`config.mk`:
```
export PLATFORM = sky130hd
export DESIGN_NAME = program_space_data_window
export DESIGN_NICKNAME = d
export VERILOG_FILES = /design/src/psv_pkg.sv /design/src/psv_addr_map.sv /design/src/program_space_data_window.sv
export VERILOG_INCLUDE_DIRS = /design/src
export SDC_FILE = /design/constraint.sdc
export NUM_CORES = 1
export LEC_CHECK = 0
export ABC_AREA = 0
export BUFFER_PORTS_ARGS = -buffer_cell sky130_fd_sc_hd__clkbuf_2
export CORE_MARGIN = 3
export CORE_UTILIZATION = 41
export CTS_BUF_LIST = sky130_fd_sc_hd__clkbuf_4 sky130_fd_sc_hd__clkbuf_8 sky130_fd_sc_hd__clkbuf_16
export DETAILED_ROUTE_END_ITERATION = 12
export PLACE_DENSITY_LB_ADDON = 0.3
export SYNTH_ARGS = -nofsm -noshare
export SYNTH_HDL_FRONTEND = slang
export SYNTH_HIERARCHICAL = 1
export SYNTH_SLANG_ARGS = --single-unit
```
`constraint.sdc`:
```
create_clock -name clock -period 2.5 [get_ports clock]
set_input_delay 0.5 -clock clock [delete_from_list [all_inputs] [get_ports clock]]
set_output_delay 0.5 -clock clock [all_outputs]
set_load 0.005 [all_outputs]
```
`src/psv_consts.svh`:
```
`ifndef WIN_CONSTS_SVH
`define WIN_CONSTS_SVH
`define WIN_PAGE_W 10
`define WIN_EN_BIT 9
`define WIN_UPPER_BIT 8
`define WIN_PAGE_LO_W 8
`define WIN_ADDR_W 16
`define WIN_ADDR_MSB 15
`define WIN_PADDR_W 23
`define WIN_DATA_W 16
`define WIN_PAGE_ZERO 10'h000
`define WIN_BASE 16'h8000
`define WIN_EXTRA_MOV 2'h1
`define WIN_EXTRA_OTHER 2'h2
`endif

```
`src/psv_pkg.sv`:
```
package window_pkg;
	typedef enum logic [1:0] {SZ_BYTE, SZ_WORD, SZ_DWORD} size_e;
	typedef struct packed {
		logic [15:0] effective_addr;
		logic [9:0] readPage;
		logic [9:0] writePage;
		logic isRead;
		logic isWrite;
		size_e size;
		logic isMov;
		logic inRepeat;
		logic repFirst;
		logic repLast;
		logic repIntExit;
		logic repIntEntry;
	} req_s;
	typedef struct packed {
		logic [15:0] data;
		logic [15:0] dataHi;
		logic trap;
		logic [1:0] extraCycles;
		logic redirected;
	} rsp_s;
endpackage : window_pkg

```
`src/psv_addr_map.sv`:
```
`timescale 1ns/1ps
`include "psv_consts.svh"
module window_addr_map (
	// request
	input wire logic [15:0] effective_addr,
	input wire logic [9:0] data_read_page_register,
	// result
	output logic redirect,
	output logic upperHalf,
	output logic [22:0] progAddr
);
	always_comb begin
		redirect = effective_addr[`WIN_ADDR_MSB] & data_read_page_register[`WIN_EN_BIT]; // RL2 RL13
		upperHalf = data_read_page_register[`WIN_UPPER_BIT]; // RL4 RL6
		progAddr = {data_read_page_register[`WIN_PAGE_LO_W-1:0], effective_addr[14:0]}; // RL3 RL5 RL7
	end
endmodule : window_addr_map

```
`src/program_space_data_window.sv`:
```
`timescale 1ns/1ps
`include "psv_consts.svh"
// What this block does
// RL1 - The upper 32 Kbytes of data space map onto any selectable 16K-word page of program memory.
// RL2 - A read goes to program memory only when address bit 15 and page bit 9 are both set.
// RL3 - The 23-bit program address is the low eight page bits above pointer bits 14 to 0.
// RL4 - Page bit 8 selects the lower word when zero and the upper word when one.
// RL5 - There are 512 window pages, 200h to 3FFh, each of 16K words.
// RL6 - Pages to 2FFh give lower words and pages from 300h give upper words.
// RL7 - Page 200h maps 8000h-FFFFh to 000000h-007FFEh and page 2FFh to 7F8000h-7FFFFEh.
// RL8 - Upper-word reads give 4 Mbytes of real bytes, the rest phantom, and the window is read-only.
// RL9 - An access at or above 8000h with its page register at zero raises an address error trap.
// RL10 - Outside a repeat loop a window access adds one cycle for moves and two for other instructions.
// RL11 - Inside a repeat loop it adds two cycles on first, last, interrupt-exit and re-entry iterations.
// RL12 - Other repeat iterations through the window complete in a single cycle.
// RL13 - Without bit 15 or page bit 9 the access is an ordinary data-space access; at or above 8000h with a zero page register the code traps instead.
// RL14 - Byte reads use address bit 0 for the byte; word and double reads return whole consecutive words.
module program_space_data_window (
	// clock and reset
	input wire logic clock,
	input wire logic rst,
	input wire logic clockEnable,
	// cpu request
	input wire logic reqValid,
	input wire window_pkg::req_s req,
	// program flash read port (combinational read, 24-bit words)
	output logic [22:0] flashAddr,
	output logic flashRead,
	input wire logic [23:0] flashWord,
	input wire logic [23:0] flashWordNext,
	// data-space pass through
	output logic dataSpaceRead,
	output logic dataSpaceWrite,
	output logic [15:0] dataSpaceAddr,
	input wire logic [15:0] dataSpaceRdata,
	// answer
	output logic rspValid,
	output window_pkg::rsp_s rsp
);
	logic redirect, upperHalf;
	logic [22:0] progAddr;
	logic [22:0] flashAddr_ff, nxt_flashAddr;
	logic flashRead_ff, nxt_flashRead;
	logic dataSpaceRead_ff, nxt_dataSpaceRead, dataSpaceWrite_ff, nxt_dataSpaceWrite;
	logic [15:0] dataSpaceAddr_ff, nxt_dataSpaceAddr;
	logic rspValid_ff, nxt_rspValid;
	window_pkg::rsp_s rsp_ff, nxt_rsp;

	window_addr_map window_addr_map_i (
		.effective_addr(req.effective_addr),
		.data_read_page_register(req.readPage),
		.redirect(redirect),
		.upperHalf(upperHalf),
		.progAddr(progAddr)
	);

	function automatic logic [15:0] halfOf(input logic [23:0] w, input logic up);
		halfOf = up ? {8'h00, w[23:16]} : w[15:0]; // RL4 RL8
	endfunction : halfOf

	function automatic logic [15:0] pickByte(input logic [15:0] w, input logic sel);
		pickByte = sel ? {8'h00, w[15:8]} : {8'h00, w[7:0]}; // RL14
	endfunction : pickByte

	logic inWindow, trap, winRead;
	logic [15:0] lo, hi;
	logic [1:0] extra;
	always_comb begin
		inWindow = req.effective_addr >= `WIN_BASE;
		trap = inWindow & ((req.isRead & (req.readPage == `WIN_PAGE_ZERO)) |
			(req.isWrite & (req.writePage == `WIN_PAGE_ZERO))); // RL9
		winRead = redirect & req.isRead; // RL1 RL2
		lo = halfOf(flashWord, upperHalf);
		hi = halfOf(flashWordNext, upperHalf);
		if (!winRead) begin
			extra = 2'h0;
		end else if (!req.inRepeat) begin
			extra = req.isMov ? `WIN_EXTRA_MOV : `WIN_EXTRA_OTHER; // RL10
		end else if (req.repFirst | req.repLast | req.repIntExit | req.repIntEntry) begin
			extra = `WIN_EXTRA_OTHER; // RL11
		end else begin
			extra = 2'h0; // RL12
		end
		nxt_flashAddr = flashAddr_ff;
		nxt_flashRead = 1'b0;
		nxt_dataSpaceRead = 1'b0;
		nxt_dataSpaceWrite = 1'b0;
		nxt_dataSpaceAddr = dataSpaceAddr_ff;
		nxt_rspValid = 1'b0;
		nxt_rsp = rsp_ff;
		if (reqValid) begin
			nxt_rspValid = 1'b1;
			nxt_rsp.trap = trap;
			nxt_rsp.extraCycles = extra;
			nxt_rsp.redirected = winRead & !trap;
			nxt_rsp.data = 16'h0000;
			nxt_rsp.dataHi = 16'h0000;
			if (trap) begin
				nxt_rsp.extraCycles = 2'h0;
			end else if (winRead) begin
				nxt_flashRead = 1'b1;
				nxt_flashAddr = progAddr; // RL3
				nxt_rsp.data = (req.size == window_pkg::SZ_BYTE) ? pickByte(lo, req.effective_addr[0]) : lo; // RL14
				nxt_rsp.dataHi = (req.size == window_pkg::SZ_DWORD) ? hi : 16'h0000; // RL14
			end else if (redirect & req.isWrite) begin
				nxt_rsp.data = 16'h0000; // RL8
			end else begin
				nxt_dataSpaceRead = req.isRead; // RL13
				nxt_dataSpaceWrite = req.isWrite;
				nxt_dataSpaceAddr = req.effective_addr;
				nxt_rsp.data = dataSpaceRdata;
			end
		end
	end

	always_ff @(posedge clock or posedge rst) begin
		if (rst) begin
			flashAddr_ff <= 23'h000000;
			flashRead_ff <= 1'b0;
			dataSpaceRead_ff <= 1'b0;
			dataSpaceWrite_ff <= 1'b0;
			dataSpaceAddr_ff <= 16'h0000;
			rspValid_ff <= 1'b0;
			rsp_ff <= '0;
		end else if (clockEnable) begin
			flashAddr_ff <= nxt_flashAddr;
			flashRead_ff <= nxt_flashRead;
			dataSpaceRead_ff <= nxt_dataSpaceRead;
			dataSpaceWrite_ff <= nxt_dataSpaceWrite;
			dataSpaceAddr_ff <= nxt_dataSpaceAddr;
			rspValid_ff <= nxt_rspValid;
			rsp_ff <= nxt_rsp;
		end
	end

	assign flashAddr = flashAddr_ff;
	assign flashRead = flashRead_ff;
	assign dataSpaceRead = dataSpaceRead_ff;
	assign dataSpaceWrite = dataSpaceWrite_ff;
	assign dataSpaceAddr = dataSpaceAddr_ff;
	assign rspValid = rspValid_ff;
	assign rsp = rsp_ff;

	// checks on the registered answer
	property p_redirect;
		@(posedge clock) disable iff (rst)
		clockEnable && reqValid && req.isRead && !req.isWrite && req.effective_addr[15] && req.readPage[9]
			|=> flashRead && flashAddr == $past(progAddr);
	endproperty
	a_redirect: assert property (p_redirect) else $error("window read not redirected"); // RL2
	property p_addr;
		@(posedge clock) disable iff (rst)
		flashRead && $past(clockEnable)
			|-> flashAddr[14:0] == $past(req.effective_addr[14:0]) && flashAddr[22:15] == $past(req.readPage[7:0]);
	endproperty
	a_addr: assert property (p_addr) else $error("program address malformed"); // RL3
	property p_plain;
		@(posedge clock) disable iff (rst)
		clockEnable && reqValid && !req.effective_addr[15] |=> !flashRead && rspValid && !rsp.redirected;
	endproperty
	a_plain: assert property (p_plain) else $error("low address redirected"); // RL13
	property p_trap;
		@(posedge clock) disable iff (rst)
		clockEnable && reqValid && req.isRead && req.effective_addr[15] && req.readPage == 10'h000 |=> rsp.trap;
	endproperty
	a_trap: assert property (p_trap) else $error("page zero trap missing"); // RL9
	property p_mov;
		@(posedge clock) disable iff (rst)
		clockEnable && reqValid && req.isRead && !req.isWrite && req.readPage[9] && req.effective_addr[15] && !req.inRepeat
			&& req.isMov |=> rsp.extraCycles == 2'h1;
	endproperty
	a_mov: assert property (p_mov) else $error("move extra cycle wrong"); // RL10
	property p_repmid;
		@(posedge clock) disable iff (rst)
		clockEnable && reqValid && req.inRepeat && !req.repFirst && !req.repLast && !req.repIntExit && !req.repIntEntry
			|=> rsp.extraCycles == 2'h0;
	endproperty
	a_repmid: assert property (p_repmid) else $error("repeat middle not single cycle"); // RL12
	property p_repedge;
		@(posedge clock) disable iff (rst)
		clockEnable && reqValid && req.isRead && !req.isWrite && req.readPage[9] && req.effective_addr[15] && req.inRepeat
			&& req.repFirst |=> rsp.extraCycles == 2'h2;
	endproperty
	a_repedge: assert property (p_repedge) else $error("repeat first iteration cost wrong"); // RL11
	property p_readonly;
		@(posedge clock) disable iff (rst)
		clockEnable && reqValid && req.isWrite && req.effective_addr[15] && req.readPage[9] |=> !dataSpaceWrite;
	endproperty
	a_readonly: assert property (p_readonly) else $error("write through window"); // RL8
	property p_trapquiet;
		@(posedge clock) disable iff (rst)
		clockEnable && reqValid && req.isWrite && req.effective_addr[15] && req.writePage == `WIN_PAGE_ZERO
			|=> rsp.trap && !dataSpaceWrite && !flashRead && rsp.extraCycles == 2'h0;
	endproperty
	a_trapquiet: assert property (p_trapquiet) else $error("write page zero trap wrong"); // RL9
	property p_lower;
		@(posedge clock) disable iff (rst)
		clockEnable && reqValid && req.isRead && !req.isWrite && req.effective_addr[15] && req.readPage[9]
			&& !req.readPage[8] && req.size == window_pkg::SZ_WORD |=> rsp.data == $past(flashWord[15:0]);
	endproperty
	a_lower: assert property (p_lower) else $error("lower word not returned"); // RL4
	property p_upper;
		@(posedge clock) disable iff (rst)
		clockEnable && reqValid && req.isRead && !req.isWrite && req.effective_addr[15] && req.readPage[9]
			&& req.readPage[8] && req.size == window_pkg::SZ_WORD |=> rsp.data == {8'h00, $past(flashWord[23:16])};
	endproperty
	a_upper: assert property (p_upper) else $error("upper word not returned"); // RL6
	property p_dword;
		@(posedge clock) disable iff (rst)
		clockEnable && reqValid && req.isRead && !req.isWrite && req.effective_addr[15] && req.readPage[9]
			&& req.size == window_pkg::SZ_DWORD
			|=> rsp.dataHi == ($past(req.readPage[8]) ? {8'h00, $past(flashWordNext[23:16])} : $past(flashWordNext[15:0]));
	endproperty
	a_dword: assert property (p_dword) else $error("second word of double read wrong"); // RL14
	property p_pass;
		@(posedge clock) disable iff (rst)
		clockEnable && reqValid && req.isWrite && !req.isRead && !req.effective_addr[15]
			|=> dataSpaceWrite && dataSpaceAddr == $past(req.effective_addr);
	endproperty
	a_pass: assert property (p_pass) else $error("ordinary write not passed through"); // RL13
	c_win: cover property (@(posedge clock) flashRead && !rsp.trap);
	c_trap: cover property (@(posedge clock) rsp.trap);
	c_plain: cover property (@(posedge clock) dataSpaceRead);
	c_write: cover property (@(posedge clock) dataSpaceWrite);
	c_dword: cover property (@(posedge clock) rspValid && rsp.redirected && rsp.dataHi != 16'h0000);
endmodule : program_space_data_window

```
# == Word-level counts from Yosys, hierarchy flattened ==
# Index checks and enable logic that the tools add are counted.
# word_totals
word_cells,60
out_inout_bits,79
ff_bits,79
# op_classes
n_eq_ne,1
n_reduce_logical,7
n_lt_le_gt_ge,1
n_mux,26
n_bitwise,14
# op_table
cell,n
16-bit two-way mux,7
32-bit two-way mux,1
10-bit logical NOT,2
16-bit greater-or-equal comparator (second input constant),1
1-bit two-way mux,12
2-bit two-way mux,5
8-bit two-way mux,1
1-bit AND,7
5-bit AND reduction,1
1-bit bitwise OR,4
4-bit AND reduction,1
1-bit inverter,3
2-bit == test (second input constant),1
2-bit logical NOT,1
2-bit AND reduction,1
1-bit logical NOT,1

# == Logic depth before layout (Yosys ltp) ==
# Gate-level depths: netlist of the first run.
# logic_depth
word_depth,7
ltp_mapped,7

# == Hierarchy ==
# The synthesis of the first run kept the hierarchy.
# modules_own_cells
module,area_per_inst_um2,n_inst,seq_area_each_um2,cells_per_inst
program_space_data_window,3503.4,1,1976.9,277
window_addr_map,186.4,1,0.0,25

# == Least setup slack after synthesis of the first run ==
# OpenSTA, ideal clock, no wires.
# synth_timing
path_kind,input port to flip-flop
from,in req[9] (netlist name)
to,reg flashAddr_ff[10] (netlist: flashAddr[10])
setup_slack_ns,0.627
arrival_time_ns,1.748
cell_stages,6
path_cell_list,nor4b_2 -> and4b_4 -> o21a_4 -> nor2_4 -> buf_6 -> mux2_4
# synth_between
elab_chain_cells,5
elab_cells_between_ends,6
cone_classes,bitwise: 5; reduce/logical: 1
# synth_lines
item,line,source
start: declaration,program_space_data_window.sv:25,"input wire window_pkg::req_s req,"
1-bit AND,program_space_data_window.sv:70,trap = inWindow & ((req.isRead & (req.readPage == `WIN_PAGE_ZERO)) |
1-bit bitwise OR,program_space_data_window.sv:70,
1-bit AND,program_space_data_window.sv:70,
1-bit inverter (no line),n/a,
4-bit AND reduction (no line) *,n/a,
end signal: assignment,program_space_data_window.sv:126,flashAddr_ff <= nxt_flashAddr;
end: declaration,program_space_data_window.sv:42,"logic [22:0] flashAddr_ff, nxt_flashAddr;"
# Every way passes the cells marked *; elsewhere a longest branch is shown, timed or not.
# A chain may end at the register's enable or synchronous reset.

# == Final worst setup path of the first run ==
# layout_timing
from,in req[8] (netlist name)
to,reg flashAddr_ff[15] (netlist: flashAddr[15])
# layout_between
elab_chain_cells,5
# layout_lines
item,line,source
1-bit AND,program_space_data_window.sv:71,(req.isWrite & (req.writePage == `WIN_PAGE_ZERO)));
1-bit bitwise OR,program_space_data_window.sv:70,
1-bit AND,program_space_data_window.sv:70,
1-bit inverter (no line),n/a,
4-bit AND reduction (no line),n/a,
# Every way passes these cells.

==> flow_summary.ini, run 1 <==
[final_layout]
stdcell_area_um2 = 4816
fin_cells = 585
antenna_cells = 0
synthToLayoutAreaGrowth_pct = 30.52
nNetsFinal = 589
drive_gt1_frac = 0.5375

[synthesis]
synth-async-reset-ratio = 1.000
syn_nets = 416
synth_cell_type_count = 40
yosys_warnings = 6
synth.top_cell.area_share = 0.5358
synth.top_cells.by_area = dfrtp_1 54%, mux2_4 6.9%, mux2_2 5.2%
synth_top_cells_by_count = 79 x dfrtp_1, 34 x nand2_1, 24 x buf_4
synth_top_area_cell = dfrtp_1
sequential_fraction_of_the_synthesis_area = 0.5358
synth-edff-count = 0
synth.most_common_cell = dfrtp_1
synth.avg_cell_area_um2 = 12.22
flop_and_latch_count_out_of_synthesis = 79
synthCells = 302
syn-cell-area_um2 = 3690
dominantRegCellSynth = dfrtp_1

[floorplanning]
core_area_um2 = 8464
dieArea_um2 = 10170
fp.dieH_um = 100.9
rows = 33
die_x_um = 100.9
start_util = 0.4359
num_io_pins = 193

[sta]
max_slew_margin = 0.3832
rsz0062_at_grt = false
clock_skew_ns = 0
timing.final.hold_violations = 0
maxSlewViolCount = 0
max_clock_freq_ghz = 0.4826
timing.final.crit_period_ns = 2.072
finalSetupViolations = 0
totalNegativeSetupSlack_ns = 0
tightest_slew_ns = 0.9229
final.period_utilization = 0.8288

[global_routing]
vias_in_the_first_global_route = 2972
grt_pass1_wl_mm = 15.49
grt_start_max_net_pins = 80
grt_antenna_before_repair = 0
gr-usage-all-layers = 0.1961
overflow = 0

[placement]
placed_area_um2 = 4594
port_buffers = 192
detailedPlacementHpwl_mm = 7.555
dpl.cell_count = 569
place_congestion = 0.8246

[clocking]
cts_max_path_buffers = 2
cts.root.buffer_cell = clkbuf_8
cts_buffers = 9
clock_latency_ns = 0.33
numClockSinks = 79
post_cts.resized_instances = 0
cts_stage_hold_buffer_count = 0
cts.repair_timing.setup_buffer_count = 0
cts_tree = yes
ctsHtreeMaxLevel = 3
clkSlewWorstSetupHoldPaths_ns = 0.08

[worst_setup_path]
critical_path.cell_chain = clkbuf_2 -> nor4b_1 -> and4b_1 -> o21a_4 -> nor2_4 -> mux2_2
critical_path.endpoint_type = flip-flop
r2r_cells = 1
arrival_ns = 2.30
timing.critical_path.from_type = input pin
crit_path_max_incr_delay_ns = 0.69
cp.required_ns = 2.73
setup.worst_path.class = in -> reg
critPathMaxFanout = 26
critical-path-slowest-cell = nor2_4

[drt]
post-route-drc-count = 0
routed_wirelength_mm = 9.799
route.detailed.wl_per_inst_um = 16.75
drtPass1Iterations = 4
route.antenna.remaining_nets = 0
detail_route.iter0.violations = 113
routed-via-count = 2970
detail_route.vias_per_cell = 5.077

[pwr]
power_share_of_the_combinational_group = 0.197
clock_power_share = 0.324
vdd.ir_drop.worst_mv = 0.3317
power_leakage_nw = 2.546
p_sw_frac = 0.2585
power_switching_uw = 841.7
cell_internal_pwr_mw = 2.414
power.density_nw_per_um2 = 676.1
p_seq_frac = 0.480

[status]
status = finished clean

[flow_run]
cap_viol_max_count = 0

[hold_path]
holdCritPathClass = in -> async
==> worst max-delay path, delay by kind of cell <==
family | cells | cell delay, ns
AOI/OAI and AO/OA | 1 | 0.22
buffers and inverters | 1 | 0.10
muxes | 1 | 0.41
and+or+nand+nor | 3 | 1.05
==> metal layers <==
metal	track usage	share of wire
met5	0	0
met4	0.06943	0.014
met3	0.03045	0.059
met1	0.2701	0.44
met2	0.3144	0.49
==> path summary, 6_finish.rpt <==
path	slack [ns]	endpoint	from
setup / recovery	0.43	flashAddr[15]	req[8]
min in group clock	0.38	rsp[16]	flashWordNext[12]
hold / removal	0.27	flashAddr[8]	rst
max in group asynchronous	1.91	flashAddr[10]	rst
hold reg to reg	0.48	rsp[11]	rsp[11]
setup reg to reg	1.70	dataSpaceAddr[9]	dataSpaceAddr[9]
==> stage by stage <==
step	hold WS, ns	power (mW)	utilization	setup slack (ns)
4_1_cts	0.2772	3.301	0.5690	0.4417
6_report	0.2687	3.256	0.5690	0.4280
2_1_floorplan	0.4733	1.895	-	0.6268
3_3_place_gp	0.4645	2.217	0.5428	0.08380
3_5_place_dp	0.4695	2.240	0.5428	0.05436
5_1_grt	0.2854	3.437	0.5690	0.3467
==> power by group through the flow <==
stage	registers, mW	logic, mW	clock network, mW
after detailed placement	1.58	0.655	0
after floorplan	1.59	0.310	0
after CTS	1.56	0.655	1.08
after global routing	1.59	0.709	1.14
after global placement	1.58	0.638	0
final	1.56	0.640	1.05
==> sequential cells by signal, indices dropped and copies added, names as in the netlist <==
register	flops
dataSpaceWrite	1
flashAddr	23
rspValid	1
dataSpaceRead	1
dataSpaceAddr	16
flashRead	1
rsp	36
==> cell type report <==
cell class,count,area (µm²)
tap,105,131.4
clock buffer,11,138.9
timing repair buffer,199,1026
fill,743,3649
clock inverter,5,82.58
multi-input combinational,178,1426
inverter,8,33.78
sequential,79,1977
==> cell families (layout without fill, tap and decap cells) <==
logic type      after synthesis  in the layout  synth area share
compound gates               63             63            0.1261
simple gates                 61             61           0.08376
mux                          54             54            0.1767
buf+inv                      45            223           0.07765
flops                        79             79            0.5358
==> cells in the final DEF, fill, tap and decap left out, types with 2 or more instances in the layout <==
cell type	n
a21o_1	2
a21oi_1	4
a22o_1	17
a32oi_1	8
buf_4	6
bufinv_16	2
clkbuf_2	192
clkbuf_4	2
clkbuf_8	9
clkinv_4	2
dfrtp_1	79
inv_1	6
mux2_1	4
mux2_2	17
mux2_4	17
mux2i_1	16
nand2_1	34
nand3_1	2
nand4_1	2
nor2_1	8
nor4_1	2
o21ai_0	18
o221ai_1	8
o22ai_1	2
No activity file was read; power rests on OpenSTA's default activity.
==> run 2, diff against run 1 <==
- clock period: 2.5 -> 1.9 ns (I/O delays scaled with it)
==> run 2 against run 1 <==
  * First-iteration DRC count decreased by 21%
  * Power increased by 34%
  * Critical path depth increased by 2
  * Sequential share of layout area decreased by 1.7 points
  * Critical path type unchanged
  * Largest cell class unchanged
  * Largest power group unchanged
==> flow_summary.ini, run 2 (synthesized netlist as in run 1, its figures left out) <==
[global_routing]
grt_pass1_wl_mm = 16.26
vias_in_the_first_global_route = 3130
grt_antenna_before_repair = 0
overflow = 0
grt_start_max_net_pins = 36
gr-usage-all-layers = 0.2055

[worst_setup_path]
source_of_the_worst_register_to_register_timing_path = flashAddr[21]
worst_path_top_cell_family_by_delay = simple AND/OR/NAND/NOR gates
critPathMaxFanout = 15
r2r-end = flashAddr[21]
timing.critical_path.from_type = input pin
worst-r2r-setup-slack_ns = 1.11
cp.required_ns = 2.13
worst-path-buf-inv = 3
setup.worst_path.class = in -> reg
arrival_ns = 2.04
critical-path-slowest-cell = nor4_1
crit_path_max_incr_delay_ns = 0.47
critical_path.endpoint_type = flip-flop
r2r_cells = 1
critical_path.cell_chain = clkbuf_2 -> nor4_1 -> and4b_4 -> buf_4 -> o21ai_2 -> nand2_2 -> buf_12 -> mux2_2

[pwr]
vdd.ir_drop.worst_mv = 0.4470
power_leakage_nw = 2.662
power.density_nw_per_um2 = 871.8

[drt]
route.detailed.wl_per_inst_um = 17.13
drtPass1Iterations = 4
post-route-drc-count = 0
route.antenna.remaining_nets = 0
detail_route.iter0.violations = 89
detail_route.vias_per_cell = 5.068
routed-via-count = 3066
routed_wirelength_mm = 10.36

[sta]
timing.final.hold_violations = 0
finalSetupViolations = 0
hold_slack_ns = 0.04345
final.period_utilization = 0.9565
maxSlewViolCount = 0
timing.final.crit_period_ns = 1.817
finalWorstSetupSlack_ns = 0.08270
max_clock_freq_ghz = 0.5503
max_slew_margin = 0.6542
tightest_slew_ns = 0.5174
clock_skew_ns = 0
rsz0062_at_grt = false

[final_layout]
nNetsFinal = 609
synthToLayoutAreaGrowth_pct = 36.08
layout.cells.most_common = clkbuf_2
drive_gt1_frac = 0.5560
area_used_by_multi_input_combinational_logic_um2 = 1438
largest_register_ff_count = 36
antenna_cells = 0
seqCellArea_um2 = 1977
layout_common_cells = 192 x clkbuf_2, 79 x dfrtp_1, 34 x nand2_1, 22 x buf_4, 18 x o21ai_0
num-fill-cells = 742

[placement]
place_congestion = 0.8343
port_buffers = 192
detailedPlacementHpwl_mm = 7.971
place_worst_setup_slack_ns = -0.4068

[floorplanning]
dieArea_um2 = 10170
start_util = 0.4359
fp.dieH_um = 100.9
num_io_pins = 193
rows = 33
die_x_um = 100.9
core_area_um2 = 8464

[flow_run]
cap_viol_max_count = 0

[status]
status = finished clean

[clocking]
cts_buffers = 9
ctsHtreeMaxLevel = 3
clock_latency_ns = 0.33
numClockSinks = 79
cts_stage_hold_buffer_count = 0
clkSlewWorstSetupHoldPaths_ns = 0.08
cts_max_path_buffers = 2
cts_tree = yes
cts.root.buffer_cell = clkbuf_8
cts.repair_timing.setup_buffer_count = 0

[hold_path]
holdCritPathClass = in -> async
-- run 2: cell count changes in the layout (fill, tap and decap cells not counted) --
cell	before	now
buf_12	1	4
buf_4	6	22
clkbuf_4	2	1
clkbuf_8	9	11
clkinv_2	1	0
clkinv_4	2	0
clkinvlp_4	1	2
inv_6	0	1
nor2_4	1	2
-- run 2: where the power goes --
part / switching (mW) / internal [mW]
logic: 0.371 / 0.512
registers: 0.136 / 1.92
clock network: 0.609 / 0.832
-- run 2: metrics by stage --
step	instance area, µm²	TNS (ns)	cells	power [mW]	utilization
3_3_place_gp	4775	-16.20	588	2.949	0.5641
4_1_cts	5016	0	605	4.429	0.5926
3_5_place_dp	4775	-15.74	588	2.981	0.5641
5_1_grt	5021	0	605	4.602	0.5932
6_report	5021	0	605	4.377	0.5932
2_1_floorplan	3694	0	302	2.494	-
-- run 2: routing by layer --
metal | up-vias | track usage | wire (µm)
li1 | 1461 | - | -
met1 | 1461 | 0.2737 | 4398
met2 | 125 | 0.3301 | 5115
met3 | 19 | 0.04152 | 622
met4 | 0 | 0.07876 | 228
met5 | - | 0 | 0
-- run 2: final cells by class --
type / count / share of cell area
timing repair buffer: 218 / 0.2402
inverter: 8 / 0.006728
sequential: 79 / 0.3937
clock buffer: 12 / 0.03165
multi-input combinational: 179 / 0.2863
clock inverter: 4 / 0.01520
tap: 105 / 0.02616
-- run 2: timing repair --
item                                    CTS  global route
gates resized for setup                   0             1
gates cloned                              1             0
endpoints found under the setup margin    6            10
pin swaps                                 1             0
-- run 2: worst max path at each step --
| stage | endpoint | depth (start not counted) | from | slack, ns |
|---|---|---|---|---|
| finish | dataSpaceAddr[3] | 8 | req[22] | 0.08 |
| global route | dataSpaceAddr[10] | 8 | req[22] | 0.08 |
| CTS | flashAddr[18] | 6 | req[9] | 0.02 |
| detailed placement | flashAddr[14] | 6 | req[9] | -0.41 |
| global placement | flashAddr[22] | 6 | req[9] | -0.39 |
| floorplan | flashAddr[10] | 6 | req[9] | 0.15 |
==> run 3, diff against run 2 <==
- ABC_AREA: 0 -> 1
- CORE_UTILIZATION: 41 -> 42
- PLACE_DENSITY_LB_ADDON: 0.3 -> 0.2
- SLEW_MARGIN: unset -> 10
==> run 3 against run 2 <==
  * Utilization decreased by 3.4 points
  * Power decreased by 2.8%
  * Combinational power shrank 9.3%
  * Die area is 7.6% higher
  * Cell count up 41%
  * Sequential share of layout area fell by 1.5 points
  * Sequential power about the same
  * Routed wire length is 13% higher
  * Maximum frequency grew 27%
  * Clock skew stayed put
  * Register-to-register slack gained 0.13 ns
  * Synthesized cell count grew 82%
  * Critical endpoint is now flashAddr[12]
  * Largest power group unchanged
==> flow_summary.ini, run 3 <==
[drt]
post-route-drc-count = 0
top_layer = met4
routed_wirelength_mm = 11.75
dr_wl_met2_mm = 5.629
route.detailed.wl_per_inst_um = 13.80
met3_length_um = 934
met1Wirelength_mm = 5.071
detail_route.vias_per_cell = 4.832
drtPass1Iterations = 4
route.antenna.remaining_nets = 0
routed-via-count = 4112
detail_route.iter0.violations = 155

[synthesis]
synth_top_area_cell = dfrtp_1
syn_nets = 665
syn-cell-area_um2 = 4084
yosys_warnings = 6
sequential_fraction_of_the_synthesis_area = 0.4841
flop_and_latch_count_out_of_synthesis = 79
synth.most_common_cell = nand2_1
dominantRegCellSynth = dfrtp_1
synthCells = 551
synth-async-reset-ratio = 1.000
synth.avg_cell_area_um2 = 7.412
synth_cell_type_count = 20
synth.top_cell.area_share = 0.4841
synth_top_cells_by_count = 241 x nand2_1, 85 x nand3_1, 79 x dfrtp_1
synth.top_cells.by_area = dfrtp_1 48%, nand2_1 22%, nand3_1 10%
synth-edff-count = 0

[global_routing]
overflow = 0
grt_pass1_wl_mm = 19.09
grt_antenna_before_repair = 0
vias_in_the_first_global_route = 3901
grt_start_max_net_pins = 39
gr-usage-all-layers = 0.2131

[worst_setup_path]
arrival_ns = 1.65
r2r_cells = 2
critPathMostFrequentCell = nand2_1
cp.required_ns = 2.12
setup.worst_path.class = in -> reg
critical_path.endpoint_type = flip-flop
critical_path.cell_chain = clkbuf_2 -> nand2_1 -> inv_1 -> nand2_1 -> inv_2 -> nand2_2 -> inv_2 -> nand2_2 -> nand2_1 -> nand2_1
crit_path_max_incr_delay_ns = 0.29
critical-path-slowest-cell = nand2_2
worst-r2r-setup-slack_ns = 1.24
timing.critical_path.from_type = input pin
critPathMaxFanout = 25

[clocking]
cts.root.buffer_cell = clkbuf_8
cts_buffers = 9
cts_max_path_buffers = 2
post_cts.resized_instances = 0
cts_tree = yes
clkSlewWorstSetupHoldPaths_ns = 0.09
cts.repair_timing.setup_buffer_count = 0
clock_latency_ns = 0.34
numClockSinks = 79
ctsHtreeMaxLevel = 3
cts_stage_hold_buffer_count = 0

[sta]
tightest_slew_ns = 0.5226
max_slew_margin = 0.6507
finalSetupViolations = 0
maxSlewViolCount = 0
max_clock_freq_ghz = 0.7009
timing.final.hold_violations = 0
final.period_utilization = 0.7509
clock_skew_ns = 0
totalNegativeSetupSlack_ns = 0
hold_slack_ns = 0.05980
rsz0062_at_grt = false
timing.final.crit_period_ns = 1.427

[final_layout]
layout.cells.most_common = nand2_1
largest_register_ff_count = 36
final_core_utilization = 0.5591
drive_gt1_frac = 0.3255
antenna_cells = 0
layout_common_cells = 241 x nand2_1, 192 x clkbuf_2, 85 x nand3_1, 79 x dfrtp_1, 36 x nor2_1
nNetsFinal = 831
num-fill-cells = 942
synthToLayoutAreaGrowth_pct = 27.70

[floorplanning]
die_x_um = 104.6
core_area_um2 = 9328
rows = 35
fp.dieH_um = 104.6
num_io_pins = 193
dieArea_um2 = 10940
start_util = 0.4378

[pwr]
power_mw = 4.254
vdd.ir_drop.worst_mv = 0.4702
power_leakage_nw = 3.117
power.density_nw_per_um2 = 815.7

[flow_run]
cap_viol_max_count = 0

[hold_path]
holdCritPathClass = in -> async

[placement]
place_congestion = 0.8451
detailedPlacementHpwl_mm = 8.805
port_buffers = 192

[status]
status = finished clean
run 3: worst paths after layout:
| check | end | startpoint |
|---|---|---|
| hold reg to reg | rspValid | rspValid |
| hold / removal | rsp[29] | rst |
| max in group asynchronous | rspValid | rst |
| min in group clock | flashAddr[3] | req[33] |
| setup / recovery | flashAddr[12] | req[45] |
| setup reg to reg | rsp[3] | rsp[3] |
run 3: cell families (layout without fill, tap and decap cells):
| group | after synthesis | after routing | share of synthesized area |
|---|---|---|---|
| AOI/OAI and AO/OA | 27 | 27 | 0.03523 |
| buffers and inverters | 75 | 246 | 0.1100 |
| DFF | 79 | 79 | 0.4841 |
| and+or+nand+nor | 370 | 370 | 0.3707 |
run 3: stage by stage:
stage / area (µm²) / cells / setup slack [ns]
2_1_floorplan: 4088 / 551 / 0.5396
3_3_place_gp: 4985 / 835 / 0.1789
3_5_place_dp: 4985 / 835 / 0.1214
4_1_cts: 5215 / 851 / 0.4776
5_1_grt: 5215 / 851 / 0.3541
6_report: 5215 / 851 / 0.4733
run 3: worst max-delay path, delay by kind of cell:
family        cells  cell delay (ns)
simple gates      6             0.81
buf+inv           4             0.47
run 3: cell type report:
cell class | instances | area [µm²] | share of cell area
clock buffers | 10 | 137.6 | 0.02639
well taps | 129 | 161.4 | 0.03095
flip-flops and latches | 79 | 1977 | 0.3791
multi-input cells | 397 | 1658 | 0.3179
repair buffers | 207 | 1099 | 0.2107
clock inverters | 6 | 92.59 | 0.01775
inverters | 23 | 90.09 | 0.01727
run 3: per-layer routing:
layer	vias to the layer above	track usage
li1	2035	-
met1	1894	0.2762
met2	172	0.3584
met3	11	0.04818
met4	0	0.06092
met5	-	0
run 3: power breakdown:
group	switching, mW	internal [mW]	total, mW
clock network	0.648	0.783	1.43
logic	0.430	0.372	0.801
registers	0.128	1.89	2.02
total	1.21	3.05	4.25
